### config.mk
export PLATFORM = sky130hd
export DESIGN_NAME = itc_top
export DESIGN_NICKNAME = d
export VERILOG_FILES = /design/src/rtl/itc_timer16.v /design/src/rtl/itc_top.v
export VERILOG_INCLUDE_DIRS = /design/src /design/src/rtl
export SDC_FILE = /design/constraint.sdc
export NUM_CORES = 1
export LEC_CHECK = 0
export BUFFER_PORTS_ARGS = -buffer_cell sky130_fd_sc_hd__buf_2
export CORE_ASPECT_RATIO = 1.1
export CORE_UTILIZATION = 35
export DETAILED_ROUTE_END_ITERATION = 10
export MAX_ROUTING_LAYER = met4
export PLACE_DENSITY = 0.58
export SYNTH_ARGS = -nofsm -noshare
export SYNTH_HDL_FRONTEND = slang
export SYNTH_SLANG_ARGS = --single-unit
export TNS_END_PERCENT = 10
### constraint.sdc
create_clock -name clk_sys -period 1.9 [get_ports clk_sys]
set_input_delay 0.19 -clock clk_sys [delete_from_list [all_inputs] [get_ports clk_sys]]
set_output_delay 0.19 -clock clk_sys [all_outputs]
set_load 0.05 [all_outputs]
### src/rtl/itc_consts.vh
// constants for the interrupt controller and its 16-bit timer
`ifndef ITC_CONSTS_VH
`define ITC_CONSTS_VH
`define ITC_ADDR_W        8
`define ITC_OFS_TIMER16_MODE 8'h18
`define ITC_OFS_IRQ_FLAG  8'h00
`define ITC_OFS_IRQ_EN    8'h04
`define ITC_OFS_EDGE_SEL  8'h08
`define ITC_OFS_GLOBAL    8'h0c
`define ITC_OFS_SP        8'h10
`define ITC_OFS_COUNT     8'h14
`define ITC_TM_CLK_HI     7
`define ITC_TM_CLK_LO     5
`define ITC_TM_PRE_HI     4
`define ITC_TM_PRE_LO     3
`define ITC_TM_BIT_HI     2
`define ITC_TM_BIT_LO     0
`define ITC_CLK_STOP      3'h0
`define ITC_CLK_SYS       3'h1
`define ITC_CLK_PA4       3'h3
`define ITC_CLK_FAST      3'h4
`define ITC_CLK_SLOW      3'h6
`define ITC_CLK_PA0       3'h7
`define ITC_FLAG_TIMER16  2
`define ITC_EDGE_TIMER16  4
`define ITC_NSRC          6
`define ITC_VECTOR        16'h0010
`define ITC_SP_STEP       8'h02
`define ITC_RESET_BYTE    8'h00
`endif

### src/rtl/itc_timer16.v
// 16-bit up counter with clock select, prescaler and bit-edge request
`timescale 1ns/10ps
`include "itc_consts.vh"
module itc_timer16
(
  input  wire        clk_sys,
  input  wire        rstn,
  input  wire [7:0]  mode,
  input  wire        edge_fall,
  input  wire        tick_fast,
  input  wire        tick_slow,
  input  wire        pin_a0,
  input  wire        pin_a4,
  input  wire        load,
  input  wire [15:0] load_value,
  output reg  [15:0] count,
  output wire        event_pulse
);
  reg  [1:0]  pin_d;
  reg  [5:0]  pre;
  reg         sel_d;
  reg         src_tick;
  reg         pre_done;
  wire [2:0]  clk_code = mode[`ITC_TM_CLK_HI:`ITC_TM_CLK_LO];
  wire [1:0]  pre_code = mode[`ITC_TM_PRE_HI:`ITC_TM_PRE_LO];
  wire [3:0]  bit_idx  = {1'b1, mode[`ITC_TM_BIT_HI:`ITC_TM_BIT_LO]};
  wire        sel_bit  = count[bit_idx];

  // pin sources count on rising edges; unused codes 2 and 5 stop the count
  always @*
  begin
    case (clk_code)
      `ITC_CLK_SYS:  src_tick = 1'b1;
      `ITC_CLK_PA4:  src_tick = pin_a4 & ~pin_d[1];
      `ITC_CLK_FAST: src_tick = tick_fast;
      `ITC_CLK_SLOW: src_tick = tick_slow;
      `ITC_CLK_PA0:  src_tick = pin_a0 & ~pin_d[0];
      default:       src_tick = 1'b0;
    endcase
  end

  always @*
  begin
    case (pre_code)
      2'h0:    pre_done = 1'b1;
      2'h1:    pre_done = (pre[1:0] == 2'h3);
      2'h2:    pre_done = (pre[3:0] == 4'hf);
      default: pre_done = (pre == 6'h3f);
    endcase
  end

  always @(posedge clk_sys or negedge rstn)
  begin
    if (!rstn)
    begin
      pin_d <= 2'h0;
      pre   <= 6'h00;
      count <= 16'h0000;
      sel_d <= 1'b0;
    end
    else
    begin
      pin_d <= {pin_a4, pin_a0};
      sel_d <= sel_bit;
      if (load)
        count <= load_value;
      else if (src_tick && pre_done)
        count <= count + 16'h0001;
      if (src_tick)
        pre <= pre_done ? 6'h00 : pre + 6'h01;
    end
  end

  // a load that moves the bit also counts as a transition
  assign event_pulse = edge_fall ? (sel_d & ~sel_bit)
                                 : (~sel_d & sel_bit);
endmodule

### src/rtl/itc_top.v
// interrupt controller with 16-bit timer, wishbone register slave
// Summary of operation
// - mode bits 7..5 pick counter clock: stop, system, a4, fast, slow, a0
// - mode bits 4..3 pick prescale of 1, 4, 16 or 64
// - mode bits 2..0 pick counter bit 8 to 15 for the request
// - counter only counts up, one per prescaled tick
// - store instruction loads counter; read instruction returns count
// - edge-select bit 4 chooses rising or falling timer bit edge
// - timer bit transition sets request flag bit 2
// - six sources: pin, timer16, timer2, timer3, comparator, pwm
// - each source has its own enable bit gating dispatch
// - flags set by hardware only; software clears by writing
// - edge-select picks rising, falling or both for pin, comparator and pwm; timer2 and timer3 take both
// - entry saves pc at stack pointer then adds two
// - entry clears global enable and jumps to vector 0x010
// - flags still set when source enable is zero
// - return subtracts two, restores pc, re-enables global interrupts
// - push/pop store or restore accumulator and flags, moving pointer
// - reading flag register returns all pending flags
//
// Design decision made here: the Wishbone register port.
`timescale 1ns/10ps
`include "itc_consts.vh"
module itc_top
#(
  parameter NSRC = `ITC_NSRC
)
(
  input  wire        clk_sys,
  input  wire        rstn,
  input  wire        wb_cyc_i,
  input  wire        wb_stb_i,
  input  wire        wb_we_i,
  input  wire [7:0]  wb_adr_i,
  input  wire [3:0]  wb_sel_i,
  input  wire [31:0] wb_dat_i,
  output reg  [31:0] wb_dat_o,
  output reg         wb_ack_o,
  input  wire        pin_a0,
  input  wire        pin_a5,
  input  wire        ext_pin_sel,
  input  wire        tick_fast,
  input  wire        tick_slow,
  input  wire        pin_a4,
  input  wire        timer2_irq,
  input  wire        timer3_irq,
  input  wire        comparator_irq,
  input  wire        lowpower_pwm_irq,
  input  wire        irq_take,
  input  wire [15:0] cur_pc,
  input  wire        global_en_instr,
  input  wire        global_dis_instr,
  input  wire        ret_instr,
  input  wire        push_af_instr,
  input  wire        pop_af_instr,
  input  wire [7:0]  accumulator,
  input  wire [7:0]  cpu_flags,
  input  wire        store_counter_instr,
  input  wire        read_counter_instr,
  input  wire [15:0] mem_rdata,
  output reg         mem_we,
  output reg  [7:0]  mem_addr,
  output reg  [15:0] mem_wdata,
  output reg         irq_req,
  output reg         pc_load,
  output reg  [15:0] pc_value,
  output reg  [7:0]  acc_restore,
  output reg  [7:0]  flag_restore,
  output reg         af_restore
);
  localparam ST_IDLE  = 2'h0;
  localparam ST_RET   = 2'h1;
  localparam ST_POP   = 2'h2;
  localparam ST_LOADT = 2'h3;

  reg  [7:0]      timer16_mode;
  reg  [NSRC-1:0] irq_enable_reg;
  reg  [NSRC-1:0] irq_flag;
  reg  [7:0]      edge_sel;
  reg             global_en;
  reg  [7:0]      stack_pointer_reg;
  reg  [1:0]      state;
  reg  [NSRC-1:0] src_d;
  reg  [NSRC-1:0] hw_set;
  reg  [NSRC-1:0] next_flag;
  wire [NSRC-1:0] src_now;
  wire [15:0]     count;
  wire            t16_event;
  wire [NSRC-1:0] armed;
  wire            pend;
  reg  [31:0]     next_dat;
  wire            wb_req = wb_cyc_i & wb_stb_i & ~wb_ack_o;
  wire            wb_wr  = wb_req & wb_we_i & wb_sel_i[0];
  wire            flag_wr = wb_wr && (wb_adr_i == `ITC_OFS_IRQ_FLAG);

  itc_timer16 u_timer16
  (
    .clk_sys     (clk_sys),
    .rstn        (rstn),
    .mode        (timer16_mode),
    .edge_fall   (edge_sel[`ITC_EDGE_TIMER16]),
    .tick_fast   (tick_fast),
    .tick_slow   (tick_slow),
    .pin_a0      (pin_a0),
    .pin_a4      (pin_a4),
    .load        (state == ST_LOADT),
    .load_value  (mem_rdata),
    .count       (count),
    .event_pulse (t16_event)
  );

  // source order: 0 pin, 1 comparator, 2 timer16, 3 pwm, 4 timer2, 5 timer3
  assign src_now = {timer3_irq, timer2_irq, lowpower_pwm_irq, 1'b0,
                    comparator_irq, ext_pin_sel ? pin_a5 : pin_a0};

  // a flag waits here until software enables it; it is never lost
  assign armed = irq_flag & irq_enable_reg;
  assign pend  = |armed;

  // edge_sel[2k+1:2k] per source 0, 1 and 3: 0 both, 1 rise, 2 fall; sources 4 and 5 take both edges
  genvar g;
  generate
    for (g = 0; g < NSRC; g = g + 1)
    begin : g_src
      wire rise = src_now[g] & ~src_d[g];
      wire fall = ~src_now[g] & src_d[g];
      wire [1:0] es = (g < 4) ? edge_sel[(2*(g%4))+1 -: 2] : 2'h0;
      always @*
      begin
        if (g == `ITC_FLAG_TIMER16)
        begin
          hw_set[g] = t16_event;
        end
        else if (es == 2'h1)
        begin
          hw_set[g] = rise;
        end
        else if (es == 2'h2)
        begin
          hw_set[g] = fall;
        end
        else
        begin
          hw_set[g] = rise | fall;
        end
      end
    end
  endgenerate

  always @*
  begin
    next_flag = irq_flag;
    if (flag_wr)
    begin
      next_flag = irq_flag & wb_dat_i[NSRC-1:0];
    end
    next_flag = next_flag | hw_set;
  end

  // unmapped offsets read zero so software can probe safely
  always @*
  begin
    case (wb_adr_i)
      `ITC_OFS_IRQ_FLAG:     next_dat = {26'h0, irq_flag};
      `ITC_OFS_IRQ_EN:       next_dat = {26'h0, irq_enable_reg};
      `ITC_OFS_EDGE_SEL:     next_dat = {24'h0, edge_sel};
      `ITC_OFS_GLOBAL:       next_dat = {31'h0, global_en};
      `ITC_OFS_SP:           next_dat = {24'h0, stack_pointer_reg};
      `ITC_OFS_COUNT:        next_dat = {16'h0, count};
      `ITC_OFS_TIMER16_MODE: next_dat = {24'h0, timer16_mode};
      default:               next_dat = 32'h00000000;
    endcase
  end

  always @(posedge clk_sys or negedge rstn)
  begin
    if (!rstn)
    begin
      timer16_mode      <= `ITC_RESET_BYTE;
      irq_enable_reg    <= {NSRC{1'b0}};
      irq_flag          <= {NSRC{1'b0}};
      edge_sel          <= `ITC_RESET_BYTE;
      global_en         <= 1'b0;
      stack_pointer_reg <= `ITC_RESET_BYTE;
      state             <= ST_IDLE;
      src_d             <= {NSRC{1'b0}};
      wb_ack_o          <= 1'b0;
      wb_dat_o          <= 32'h00000000;
      irq_req           <= 1'b0;
      mem_we            <= 1'b0;
      mem_addr          <= 8'h00;
      mem_wdata         <= 16'h0000;
      pc_load           <= 1'b0;
      pc_value          <= 16'h0000;
      acc_restore       <= 8'h00;
      flag_restore      <= 8'h00;
      af_restore        <= 1'b0;
    end
    else
    begin
      src_d     <= src_now;
      irq_flag  <= next_flag;
      wb_ack_o  <= wb_req;
      mem_we    <= 1'b0;
      pc_load   <= 1'b0;
      af_restore <= 1'b0;
      irq_req   <= global_en && pend
                   && !irq_take;
      if (wb_req)
        wb_dat_o <= next_dat;
      if (wb_wr)
      begin
        case (wb_adr_i)
          `ITC_OFS_IRQ_EN:       irq_enable_reg <= wb_dat_i[NSRC-1:0];
          `ITC_OFS_EDGE_SEL:     edge_sel <= wb_dat_i[7:0];
          `ITC_OFS_SP:           stack_pointer_reg <= wb_dat_i[7:0];
          `ITC_OFS_TIMER16_MODE: timer16_mode <= wb_dat_i[7:0];
          default:               ;
        endcase
      end

      // one instruction at a time; a busy state ignores new strobes
      case (state)
        ST_IDLE:
        begin
          // the instruction strobes are one at a time by the core
          if (irq_take)
          begin
            mem_we    <= 1'b1;
            mem_addr  <= stack_pointer_reg;
            mem_wdata <= cur_pc;
            stack_pointer_reg <= stack_pointer_reg + `ITC_SP_STEP;
            global_en <= 1'b0;
            pc_load   <= 1'b1;
            pc_value  <= `ITC_VECTOR;
          end
          else if (ret_instr || pop_af_instr)
          begin
            // bit 0 stays as software left it; the core keeps it zero
            mem_addr  <= stack_pointer_reg - `ITC_SP_STEP;
            stack_pointer_reg <= stack_pointer_reg - `ITC_SP_STEP;
            state     <= ret_instr ? ST_RET : ST_POP;
          end
          else if (push_af_instr)
          begin
            mem_we    <= 1'b1;
            mem_addr  <= stack_pointer_reg;
            mem_wdata <= {cpu_flags, accumulator};
            stack_pointer_reg <= stack_pointer_reg + `ITC_SP_STEP;
          end
          else if (store_counter_instr)
          begin
            state <= ST_LOADT;
          end
          else if (read_counter_instr)
          begin
            mem_we    <= 1'b1;
            mem_wdata <= count;
          end
          else if (global_en_instr)
          begin
            global_en <= 1'b1;
          end
          else if (global_dis_instr)
          begin
            global_en <= 1'b0;
          end
          else if (wb_wr && wb_adr_i == `ITC_OFS_GLOBAL)
          begin
            global_en <= wb_dat_i[0];
          end
        end
        ST_RET:
        begin
          // return re-enables even if entry found it off; nesting needs it
          pc_load   <= 1'b1;
          pc_value  <= mem_rdata;
          global_en <= 1'b1;
          state     <= ST_IDLE;
        end
        ST_POP:
        begin
          acc_restore  <= mem_rdata[7:0];
          flag_restore <= mem_rdata[15:8];
          af_restore   <= 1'b1;
          state        <= ST_IDLE;
        end
        ST_LOADT:
        begin
          // the counter takes mem_rdata during this cycle
          state <= ST_IDLE;
        end
        default:
        begin
          state <= ST_IDLE;
        end
      endcase
    end
  end
endmodule

==> flow_summary.yaml, run 1 <==
cts:
  cts_tree: "built"
  clock_buffers_created_by_tritoncts: 17
  clock_sinks: 146
  max-clock-path-buffers: 2
  clkLatencyLatePin_ps: 430
  cts.clk_slew.worst_paths_ps: 70
  clock-root-buffer: "clkbuf_16"
  cts.htree.levels: 4
pwr:
  p_leak_nw: 4.68
  p_per_area_nw_per_um2: 1170
  maximum_ir_drop_on_the_vdd_rail_mv: 0.580
die:
  core-area_um2: 20600
  rows: 55
  fp.dieH_um: 154
  die_w_um: 140
  floorplan.initialDensity: 0.357
  io_pins: 208
  design.die.area_um2: 21600
logic_synthesis:
  synth-async-reset-ratio: 1.00
  synth_compound_area_frac: 0.168
  yosys-mux-area-fraction: 0.122
  area_of_the_mapped_netlist_um2: 7350
  synth_top_cells_by_area: "dfrtp_1 (50%), mux2_2 (6.1%), mux2i_1 (5.2%)"
  synth.yosys.seq_area_share: 0.497
  dominant_combinational_cell_family_by_area_after_synthesis: "compound AO/OA/AOI/OAI gates"
  synthXorXnorAreaFrac: 0.0131
  synth_top_area_cell: "dfrtp_1"
  synthFlopType: "dfrtp_1"
  synth_enable_flop_cells: 0
  synth_top_area_share: 0.497
  ys_seq_elements: 146
  syn_avg_cell_area_um2: 10.2
  synthesis.instances: 718
  yosys.area_share.simple: 0.131
  adder_cell_share_of_the_synthesized_area: 0.0170
  synth.lib_cells_used.distinct: 58
  yosys_warnings: 0
routing:
  m1WireLength_um: 9430
  drtPass1Iterations: 5
  vias: 6292
  dr.max_layer_used: "met4"
  antenna_left: 0
  drt-initial-drc-count: 418
  wl_per_cell_um: 17.9
  post_drt_via_cell_ratio: 5.23
  dr_wl_met2_um: 10900
  post-route-drc-count: 0
  met3_length_um: 840
  wl_um: 21500
sta:
  timing.final.ws_setup_ps: -36.8
  timing_worst_slew_pin_value_ps: 683
  fin_hold_ws_ps: 11.2
  max_slew_headroom: 0.544
  grt_setup_unrepaired: "true"
  setup-violations-final: 5
  period_share: 1.02
  fmaxAchievable_ghz: 0.516
  number_of_hold_slack_violations_in_the_final_timing_report: 0
  slew_violations: 0
  finalClockSkew_ps: 9.26
  layout_min_cycle_time_ps: 1940
final_layout:
  multi_input_area_um2: 3450
  finish.cell_count_without_fillers: 1204
  fill_cells: 1940
  insertedDiodeCount: 0
  sequential_cell_area_um2: 3650
  syn2layout_area_growth_pct: 31.4
  design_area_um2: 9660
  fraction_of_final_layout_cells_with_drive_strength_greater_than_1: 0.341
  fin_nets: 1060
global_routing:
  vias_in_the_first_global_route: 6055
  grt_remaining_overflow: 0
  grt_pass1_wl_um: 34100
  grt_start_max_net_pins: 43
  initial_antenna_violation_count: 0
  grt_util_all_layers: 0.214
run:
  drv_cap: 0
run_status:
  outcome: "finished, violations left"
  violated_checks: "negative setup slack"
worst_setup_path:
  setup.worst_path.start_class: "register"
  arrival_ps: 2250
  regToRegStartpoint: "wb_ack_o"
  cp-end-kind: "register"
  crit_start: "wb_ack_o"
  worstPathMaxFanout: 4
  cp.required_ps: 2220
  timing_worst_setup_path_type: "reg2reg"
min_path:
  hp-start: "mem_rdata[8]"
  path_type_of_the_worst_min_delay_path: "in2reg"
placed_design:
  dpl_cell_area_um2: 8790
  dp_hpwl_um: 16300
  port_buffers: 164
  placed_cells: 1157
  gp_congestion: 0.859
==> routing by layer <==
metal	track usage	vias up
li1	-	3014
met3	0.0339	26
met5	-	-
met4	0.0654	0
met2	0.357	178
met1	0.265	3074
==> Yosys cell counts (all sizes together) (2+ instances only) <==
| master | instances |
|---|---|
| dfrtp | 146 |
| nor2 | 58 |
| o21ai | 58 |
| nand2 | 54 |
| mux2 | 40 |
| mux2i | 38 |
| clkbuf | 35 |
| a21oi | 31 |
| a22o | 27 |
| inv | 26 |
| buf | 23 |
| nand3 | 22 |
| a31oi | 20 |
| or3 | 14 |
| o211ai | 12 |
| ha | 10 |
| a22oi | 8 |
| o31ai | 7 |
| or2 | 6 |
| xnor2 | 6 |
| and3 | 5 |
| nor2b | 5 |
| nor3 | 5 |
| or4 | 5 |
| xor2 | 5 |
| a221o | 4 |
| nand2b | 4 |
| nor4 | 4 |
| a32o | 3 |
| and2 | 3 |
| mux4 | 3 |
| nand4 | 3 |
| o22ai | 3 |
| a211oi | 2 |
| a21boi | 2 |
| a32oi | 2 |
| and4 | 2 |
| nand3b | 2 |
==> cell usage in the layout (no fill, tap or decap), drive strengths merged, types with 3 or more instances in the layout <==
cell,netlist,routed
mux2i,38,38
xor2,5,5
dlygate4sd3,0,9
conb,1,16
nand2b,4,4
o21ai,58,58
nor2,58,58
a221o,4,4
a32o,3,3
o211ai,12,12
and3,5,5
or2,6,6
nand4,3,3
clkbuf,35,18
a22o,27,27
nand3,22,22
nor2b,5,5
clkinv,0,6
or4,5,5
ha,10,10
o31ai,7,7
a22oi,8,8
buf,23,232
nor4,4,4
mux2,40,40
nand2,54,54
a21oi,31,31
xnor2,6,6
mux4,3,3
dfrtp,146,146
and2,3,3
bufinv,0,5
o22ai,3,3
inv,26,29
nor3,5,5
or3,14,14
a31oi,20,20
==> power breakdown <==
group | switching (W) | leakage (nW) | internal, W | total [W]
sequential | 0.000383 | 1.83 | 0.00361 | 0.00400
combinational | 0.00240 | 2.53 | 0.00116 | 0.00356
clock | 0.00141 | 0.320 | 0.00235 | 0.00376
==> final timing paths <==
kind                                   endpoint  slack [ps]  cells after the start
max                        stack_pointer_reg[0]         -40                      7
min                                 pc_value[8]          10                      2
max reg2reg                stack_pointer_reg[0]         -40                      7
min reg2reg                         mem_addr[7]         470                      2
max in group asynchronous           edge_sel[1]         990                      3
min in group asynchronous                mem_we         240                      2
==> metrics by stage <==
step                      power, W  utilization  setup TNS, ps  setup WS (ps)
after CTS                   0.0114        0.466          -34.3          -28.7
after global placement     0.00755        0.427          -3640           -234
after floorplan            0.00636            -           -926           -129
after global routing        0.0118        0.469          -1780           -140
final                       0.0113        0.469           -120          -36.8
after detailed placement   0.00760        0.427          -3900           -264
==> area by class of cell <==
cell class | instances | share of cell area
clock buffers | 18 | 0.0444
inverters | 26 | 0.0101
clock inverters | 14 | 0.0237
repair buffers | 241 | 0.153
well taps | 256 | 0.0332
flip-flops and latches | 146 | 0.378
multi-input cells | 503 | 0.358
==> worst max-delay path, cell delays in order, from the launching register on <==
cell and delay [ps]:
dfrtp_2 400, nand3b_1 290, buf_6 210, nor4_4 200, buf_4 180, nand3_4 90
nor2_2 140, mux2_4 300
==> kinds of logic after synthesis <==
| group | after synthesis |
|---|---|
| adders and majority gates | 10 |
| and+or+nand+nor | 196 |
| AOI/OAI and AO/OA | 189 |
| DFF | 146 |
| other | 1 |
| xor gates and xnor gates | 11 |
| buffers and inverters | 84 |
| muxes | 81 |
==> timing repair <==
item | 4_1_cts | 5_1_grt
buffers inserted | 5 | 1
endpoints found under the hold margin | 46 | 0
hold buffers | 9 | 0
pin swaps | 5 | 6
cloned | 0 | 0
endpoints found under the setup margin | 14 | 45
gates resized for setup | 4 | 16
No activity file was read; power rests on OpenSTA's default activity.
==> run 2: changes to the inputs <==
--- a/config.mk
+++ b/config.mk
@@ -15,4 +15,3 @@
 export SYNTH_ARGS = -nofsm -noshare
 export SYNTH_HDL_FRONTEND = slang
 export SYNTH_SLANG_ARGS = --single-unit
-export TNS_END_PERCENT = 10
==> run 2 against run 1 <==
Cell count is the same; utilization shrank 0.073 points; hold slack gained 1.8 ps; die area is the same; clock skew shrank 0.57 ps; the flow now finishes without violations; highest routed layer unchanged; maximum frequency grew 2.8%; clock-buffer cell count grew 1; largest cell class unchanged; routed wire length shrank 0.15%; critical path depth is the same.
==> flow_summary.yaml, run 2 (synthesis gave the netlist of run 1 again) <==
die:
  fp.dieH_um: 154
  floorplan.initialDensity: 0.357
  io_pins: 208
  core-area_um2: 20600
  die_w_um: 140
  design.die.area_um2: 21600
  rows: 55
pwr:
  p_per_area_nw_per_um2: 1140
  power_switching_w: 0.00425
  p_leak_nw: 4.66
  total_power_w: 0.0110
  pwr-share-seq: 0.366
  p_comb_frac: 0.324
  maximum_ir_drop_on_the_vdd_rail_mv: 0.601
  intPower_w: 0.00670
  power_switching_share: 0.388
  clkPwrFrac: 0.311
cts:
  cts.htree.levels: 4
  cts.clk_slew.worst_paths_ps: 70
  clock_buffers_created_by_tritoncts: 17
  clock-root-buffer: "clkbuf_16"
  max-clock-path-buffers: 2
  clock_sinks: 146
  clkLatencyLatePin_ps: 430
  cts_tree: "built"
sta:
  fin_hold_ws_ps: 13.0
  max_slew_headroom: 0.630
  number_of_hold_slack_violations_in_the_final_timing_report: 0
  grt_setup_unrepaired: "true"
  fmaxAchievable_ghz: 0.531
  setup-violations-final: 0
  slew_violations: 0
  period_share: 0.992
  layout_min_cycle_time_ps: 1880
  finalClockSkew_ps: 8.69
  timing_worst_slew_pin_value_ps: 554
min_path:
  hp-start: "mem_rdata[14]"
  path_type_of_the_worst_min_delay_path: "in2reg"
final_layout:
  layout.cells.most_common_list: "buf_2 (163), dfrtp_1 (145), buf_4 (59), o21ai_0 (57), nor2_1 (57)"
  fraction_of_final_layout_cells_with_drive_strength_greater_than_1: 0.347
  fill_cells: 1991
  mostFrequentLayoutCell: "buf_2"
  insertedDiodeCount: 0
  fin_nets: 1060
  utilization: 0.469
  syn2layout_area_growth_pct: 31.2
run:
  drv_cap: 0
worst_setup_path:
  arrival_ps: 2240
  setup.worst_path.start_class: "register"
  regToRegStartpoint: "u_timer16.pre[0]"
  cp-end-kind: "register"
  timing_worst_setup_path_type: "reg2reg"
  worstPathMaxFanout: 21
  cp.required_ps: 2260
  crit_start: "u_timer16.pre[0]"
placed_design:
  gp_congestion: 0.813
  port_buffers: 164
  dp_hpwl_um: 16000
global_routing:
  initial_antenna_violation_count: 0
  grt_remaining_overflow: 0
  grt_pass1_wl_um: 33500
  vias_in_the_first_global_route: 5916
  grt_start_max_net_pins: 63
  grt_util_all_layers: 0.211
routing:
  wl_per_cell_um: 17.8
  vias: 6297
  post-route-drc-count: 0
  wl_um: 21500
  drtPass1Iterations: 5
  antenna_left: 0
  drt-initial-drc-count: 379
  post_drt_via_cell_ratio: 5.23
run_status:
  outcome: "finished clean"
==> run 2: final cells by class <==
| type | instances | area (um2) | share of cell area |
|---|---|---|---|
| Inverter | 26 | 97.6 | 0.0101 |
| Sequential cell | 146 | 3650 | 0.379 |
| Tap cell | 256 | 320 | 0.0332 |
| Clock buffer | 19 | 453 | 0.0470 |
| Multi-Input combinational cell | 503 | 3490 | 0.362 |
| Timing Repair Buffer | 241 | 1490 | 0.154 |
| Clock inverter | 13 | 140 | 0.0145 |
==> run 2: power by group through the flow <==
| stage | combinational [W] | clock (W) | sequential [W] |
|---|---|---|---|
| floorplan | 0.00132 | 0 | 0.00504 |
| global placement | 0.00350 | 0 | 0.00405 |
| detailed placement | 0.00354 | 0 | 0.00406 |
| CTS | 0.00356 | 0.00346 | 0.00401 |
| global route | 0.00382 | 0.00359 | 0.00407 |
| finish | 0.00354 | 0.00340 | 0.00400 |
==> run 2: routing by layer <==
metal | GRT usage | vias to the layer above | wire length, um
met5 | - | - | 0
li1 | - | 3015 | -
met1 | 0.261 | 3095 | 9620
met2 | 0.348 | 169 | 10700
met4 | 0.0649 | 0 | 310
met3 | 0.0392 | 18 | 887
==> run 2: path summary, 6_finish.rpt <==
path / to / slack (ps) / cells after the start
setup / recovery: u_timer16.count[14] / 20 / 7
min in group asynchronous: acc_restore[0] / 120 / 2
max in group asynchronous: wb_ack_o / 1160 / 3
hold / removal: pc_value[14] / 10 / 2
hold reg to reg: mem_addr[6] / 480 / 2
setup reg to reg: u_timer16.count[14] / 20 / 7
==> run 2: critical path, cell delays in order, from the launching register on <==
cell,delay (ps)
dfrtp_1,370
ha_2,210
nand3_2,90
o22ai_4,210
o211ai_1,170
buf_12,190
or4_1,400
a31oi_1,170
==> run 2: repair_timing <==
action	in CTS	in global routing
endpoints found under the setup margin	17	37
gates resized for setup	2	23
hold endpoints to repair	153	0
buffers inserted	1	3
pin swaps	4	11
gates cloned	0	1
hold buffers	8	0
==> run 2: stage by stage <==
stage          setup TNS [ps]  worst slack [ps]  instances  cell area [um2]
2_1_floorplan            -216              -129        733             7450
3_3_place_gp            -3980              -233       1159             8830
3_5_place_dp            -4470              -251       1159             8830
4_1_cts                     0              1.88       1200             9510
5_1_grt                  -601             -70.1       1204             9640
6_report                    0              15.7       1204             9640
==> run 3: changes to the inputs <==
--- a/config.mk
+++ b/config.mk
@@ -7,8 +7,10 @@
 export NUM_CORES = 1
 export LEC_CHECK = 0
 export BUFFER_PORTS_ARGS = -buffer_cell sky130_fd_sc_hd__buf_2
+export CAP_MARGIN = 10
 export CORE_ASPECT_RATIO = 1.1
 export CORE_UTILIZATION = 35
+export CTS_BUF_LIST = sky130_fd_sc_hd__clkbuf_2
 export DETAILED_ROUTE_END_ITERATION = 10
 export MAX_ROUTING_LAYER = met4
 export PLACE_DENSITY = 0.58
==> run 3 against run 2 <==
The flow now finishes with violations (negative setup slack); clock power fell by 46%; utilization rose by 2.4 points; total power fell by 13%; maximum frequency fell by 1.9%; clock skew rose by 32 ps; final area rose by 5.2%; sequential share of layout area fell by 1.8 points; global-route usage rose by 0.79 points; first-iteration DRC count fell by 0.79%; register-to-register slack got worse by 40 ps; hold slack improved by 67 ps; routed wire length rose by 3.7%; critical path type unchanged; largest cell class unchanged.
==> flow_summary.yaml, run 3 (synthesis gave the netlist of run 1 again) <==
run_status:
  outcome: "finished, violations left"
  violated_checks: "negative setup slack"
routing:
  wl_um: 22300
  wl_per_cell_um: 17.3
  drtPass1Iterations: 5
  post-route-drc-count: 0
  drt-initial-drc-count: 376
  post_drt_via_cell_ratio: 5.20
  antenna_left: 0
  vias: 6712
pwr:
  maximum_ir_drop_on_the_vdd_rail_mv: 0.350
  total_power_w: 0.00956
  p_per_area_nw_per_um2: 942
  p_leak_nw: 4.87
sta:
  number_of_hold_slack_violations_in_the_final_timing_report: 0
  fin_tns_setup_ps: -65.1
  grt_setup_unrepaired: "true"
  timing.final.ws_setup_ps: -21.2
  fmaxAchievable_ghz: 0.521
  layout_min_cycle_time_ps: 1920
  setup-violations-final: 4
  timing_worst_slew_pin_value_ps: 562
  finalClockSkew_ps: 40.3
  period_share: 1.01
  slew_violations: 0
  max_slew_headroom: 0.625
placed_design:
  placement.setup.worst_slack_ps: -251
  dp_hpwl_um: 16000
  gp_congestion: 0.813
  placed_cells: 1159
  port_buffers: 164
cts:
  max-clock-path-buffers: 2
  clock_sinks: 146
  clock_buffers_created_by_tritoncts: 17
  cts_tree: "built"
  cts.clk_slew.worst_paths_ps: 260
  cts.htree.levels: 4
  clkLatencyLatePin_ps: 760
  clock-root-buffer: "clkbuf_2"
worst_setup_path:
  timing.critical_path.max_delay_family: "compound AO/OA/AOI/OAI gates"
  timing.critical_path.buf_inv: 2
  cp-end-kind: "register"
  setup.worst_path.start_class: "register"
  cp.required_ps: 2600
  timing_worst_setup_path_type: "reg2reg"
  cp_slowest_stage_delay_ps: 470
  crit_path_cell_trace: "mux2i_1, o211ai_1, buf_4, o211ai_1, buf_12, or4_1, a31oi_1"
  critical_path.slowest_cell: "dfrtp_1"
  worst_r2r_path_depth: 7
  cp.depth: 7
  arrival_ps: 2620
  path_common_cell: "o211ai_1"
  worstPathMaxFanout: 21
final_layout:
  syn2layout_area_growth_pct: 38.0
  sequential_cell_area_um2: 3660
  finish.cell_count_without_fillers: 1290
  fill_cells: 1965
  multi_input_area_um2: 3490
  fin_nets: 1145
  layout.cells.most_common_list: "buf_2 (163), dfrtp_1 (143), dlygate4sd3_1 (91), buf_4 (61), nor2_1 (57)"
  mostFrequentLayoutCell: "buf_2"
  fraction_of_final_layout_cells_with_drive_strength_greater_than_1: 0.320
die:
  die_w_um: 140
  design.die.area_um2: 21600
  core-area_um2: 20600
  rows: 55
  floorplan.initialDensity: 0.357
  fp.dieH_um: 154
  io_pins: 208
global_routing:
  grt_start_max_net_pins: 63
  grt_util_all_layers: 0.219
  grt_remaining_overflow: 0
  vias_in_the_first_global_route: 6358
  initial_antenna_violation_count: 1
  grt_pass1_wl_um: 35000
min_path:
  whs_path_depth: 5
  path_type_of_the_worst_min_delay_path: "in2reg"
run:
  drv_cap: 0
[run 3: cell types whose count changed in the layout (fill, tap and decap cells not counted), moves of 2 or more]
cell and delta:
clkbuf_8 -2, clkbuf_16 -17, clkinv_1 +2, dfrtp_1 -2, clkbuf_2 +17, dlygate4sd3_1 +83, o21ai_1 +3, o21ai_0 -3
dfrtp_2 +2, buf_4 +2
[run 3: path summary, 6_finish.rpt]
kind	from	end	slack, ps
max	timer16_mode[6]	u_timer16.count[8]	-20
min	ext_pin_sel	irq_flag[0]	80
max reg2reg	timer16_mode[6]	u_timer16.count[8]	-20
min reg2reg	u_timer16.pre[5]	u_timer16.pre[5]	510
max in group asynchronous	rstn	irq_flag[1]	130
min in group asynchronous	rstn	pc_value[6]	490
[run 3: per-layer routing]
layer / global-route usage / up-vias / share of wire
met3: 0.0433 / 28 / 0.043
met1: 0.266 / 3293 / 0.44
li1: - / 3184 / -
met5: - / - / 0
met4: 0.0733 / 0 / 0.021
met2: 0.362 / 207 / 0.50
[run 3: repair_timing]
| item | CTS | global route |
|---|---|---|
| hold buffers | 90 | 1 |
| resized for setup | 13 | 19 |
| pin swaps | 5 | 15 |
| hold endpoints to repair | 265 | 3 |
| cloned | 0 | 1 |
| endpoints found under the setup margin | 29 | 39 |
| setup buffers | 2 | 4 |
[run 3: power by group]
group	internal [W]	switching, W
clock network	0.000520	0.00130
logic	0.00132	0.00242
registers	0.00360	0.000392
[run 3: area by class of cell]
class	count	area share
flip-flops and latches	146	0.361
multi-input cells	503	0.345
repair buffers	326	0.231
well taps	256	0.0316
clock inverters	15	0.0146
inverters	26	0.00962
clock buffers	17	0.00839
diodes	1	0.000247
[run 3: worst reg2reg max path, cell delays in order (launching register included)]
cell,delay [ps]
dfrtp_1,470
mux2i_1,140
o211ai_1,220
buf_4,140
o211ai_1,120
buf_12,190
or4_1,410
a31oi_1,170
[run 3: stage by stage]
step / util / area (um2) / hold slack (ps)
floorplan: - / 7450 / -106
global placement: 0.429 / 8830 / 13.5
detailed placement: 0.429 / 8830 / 12.8
CTS: 0.487 / 10000 / -89.5
global route: 0.493 / 10100 / 8.88
finish: 0.493 / 10100 / 80.1
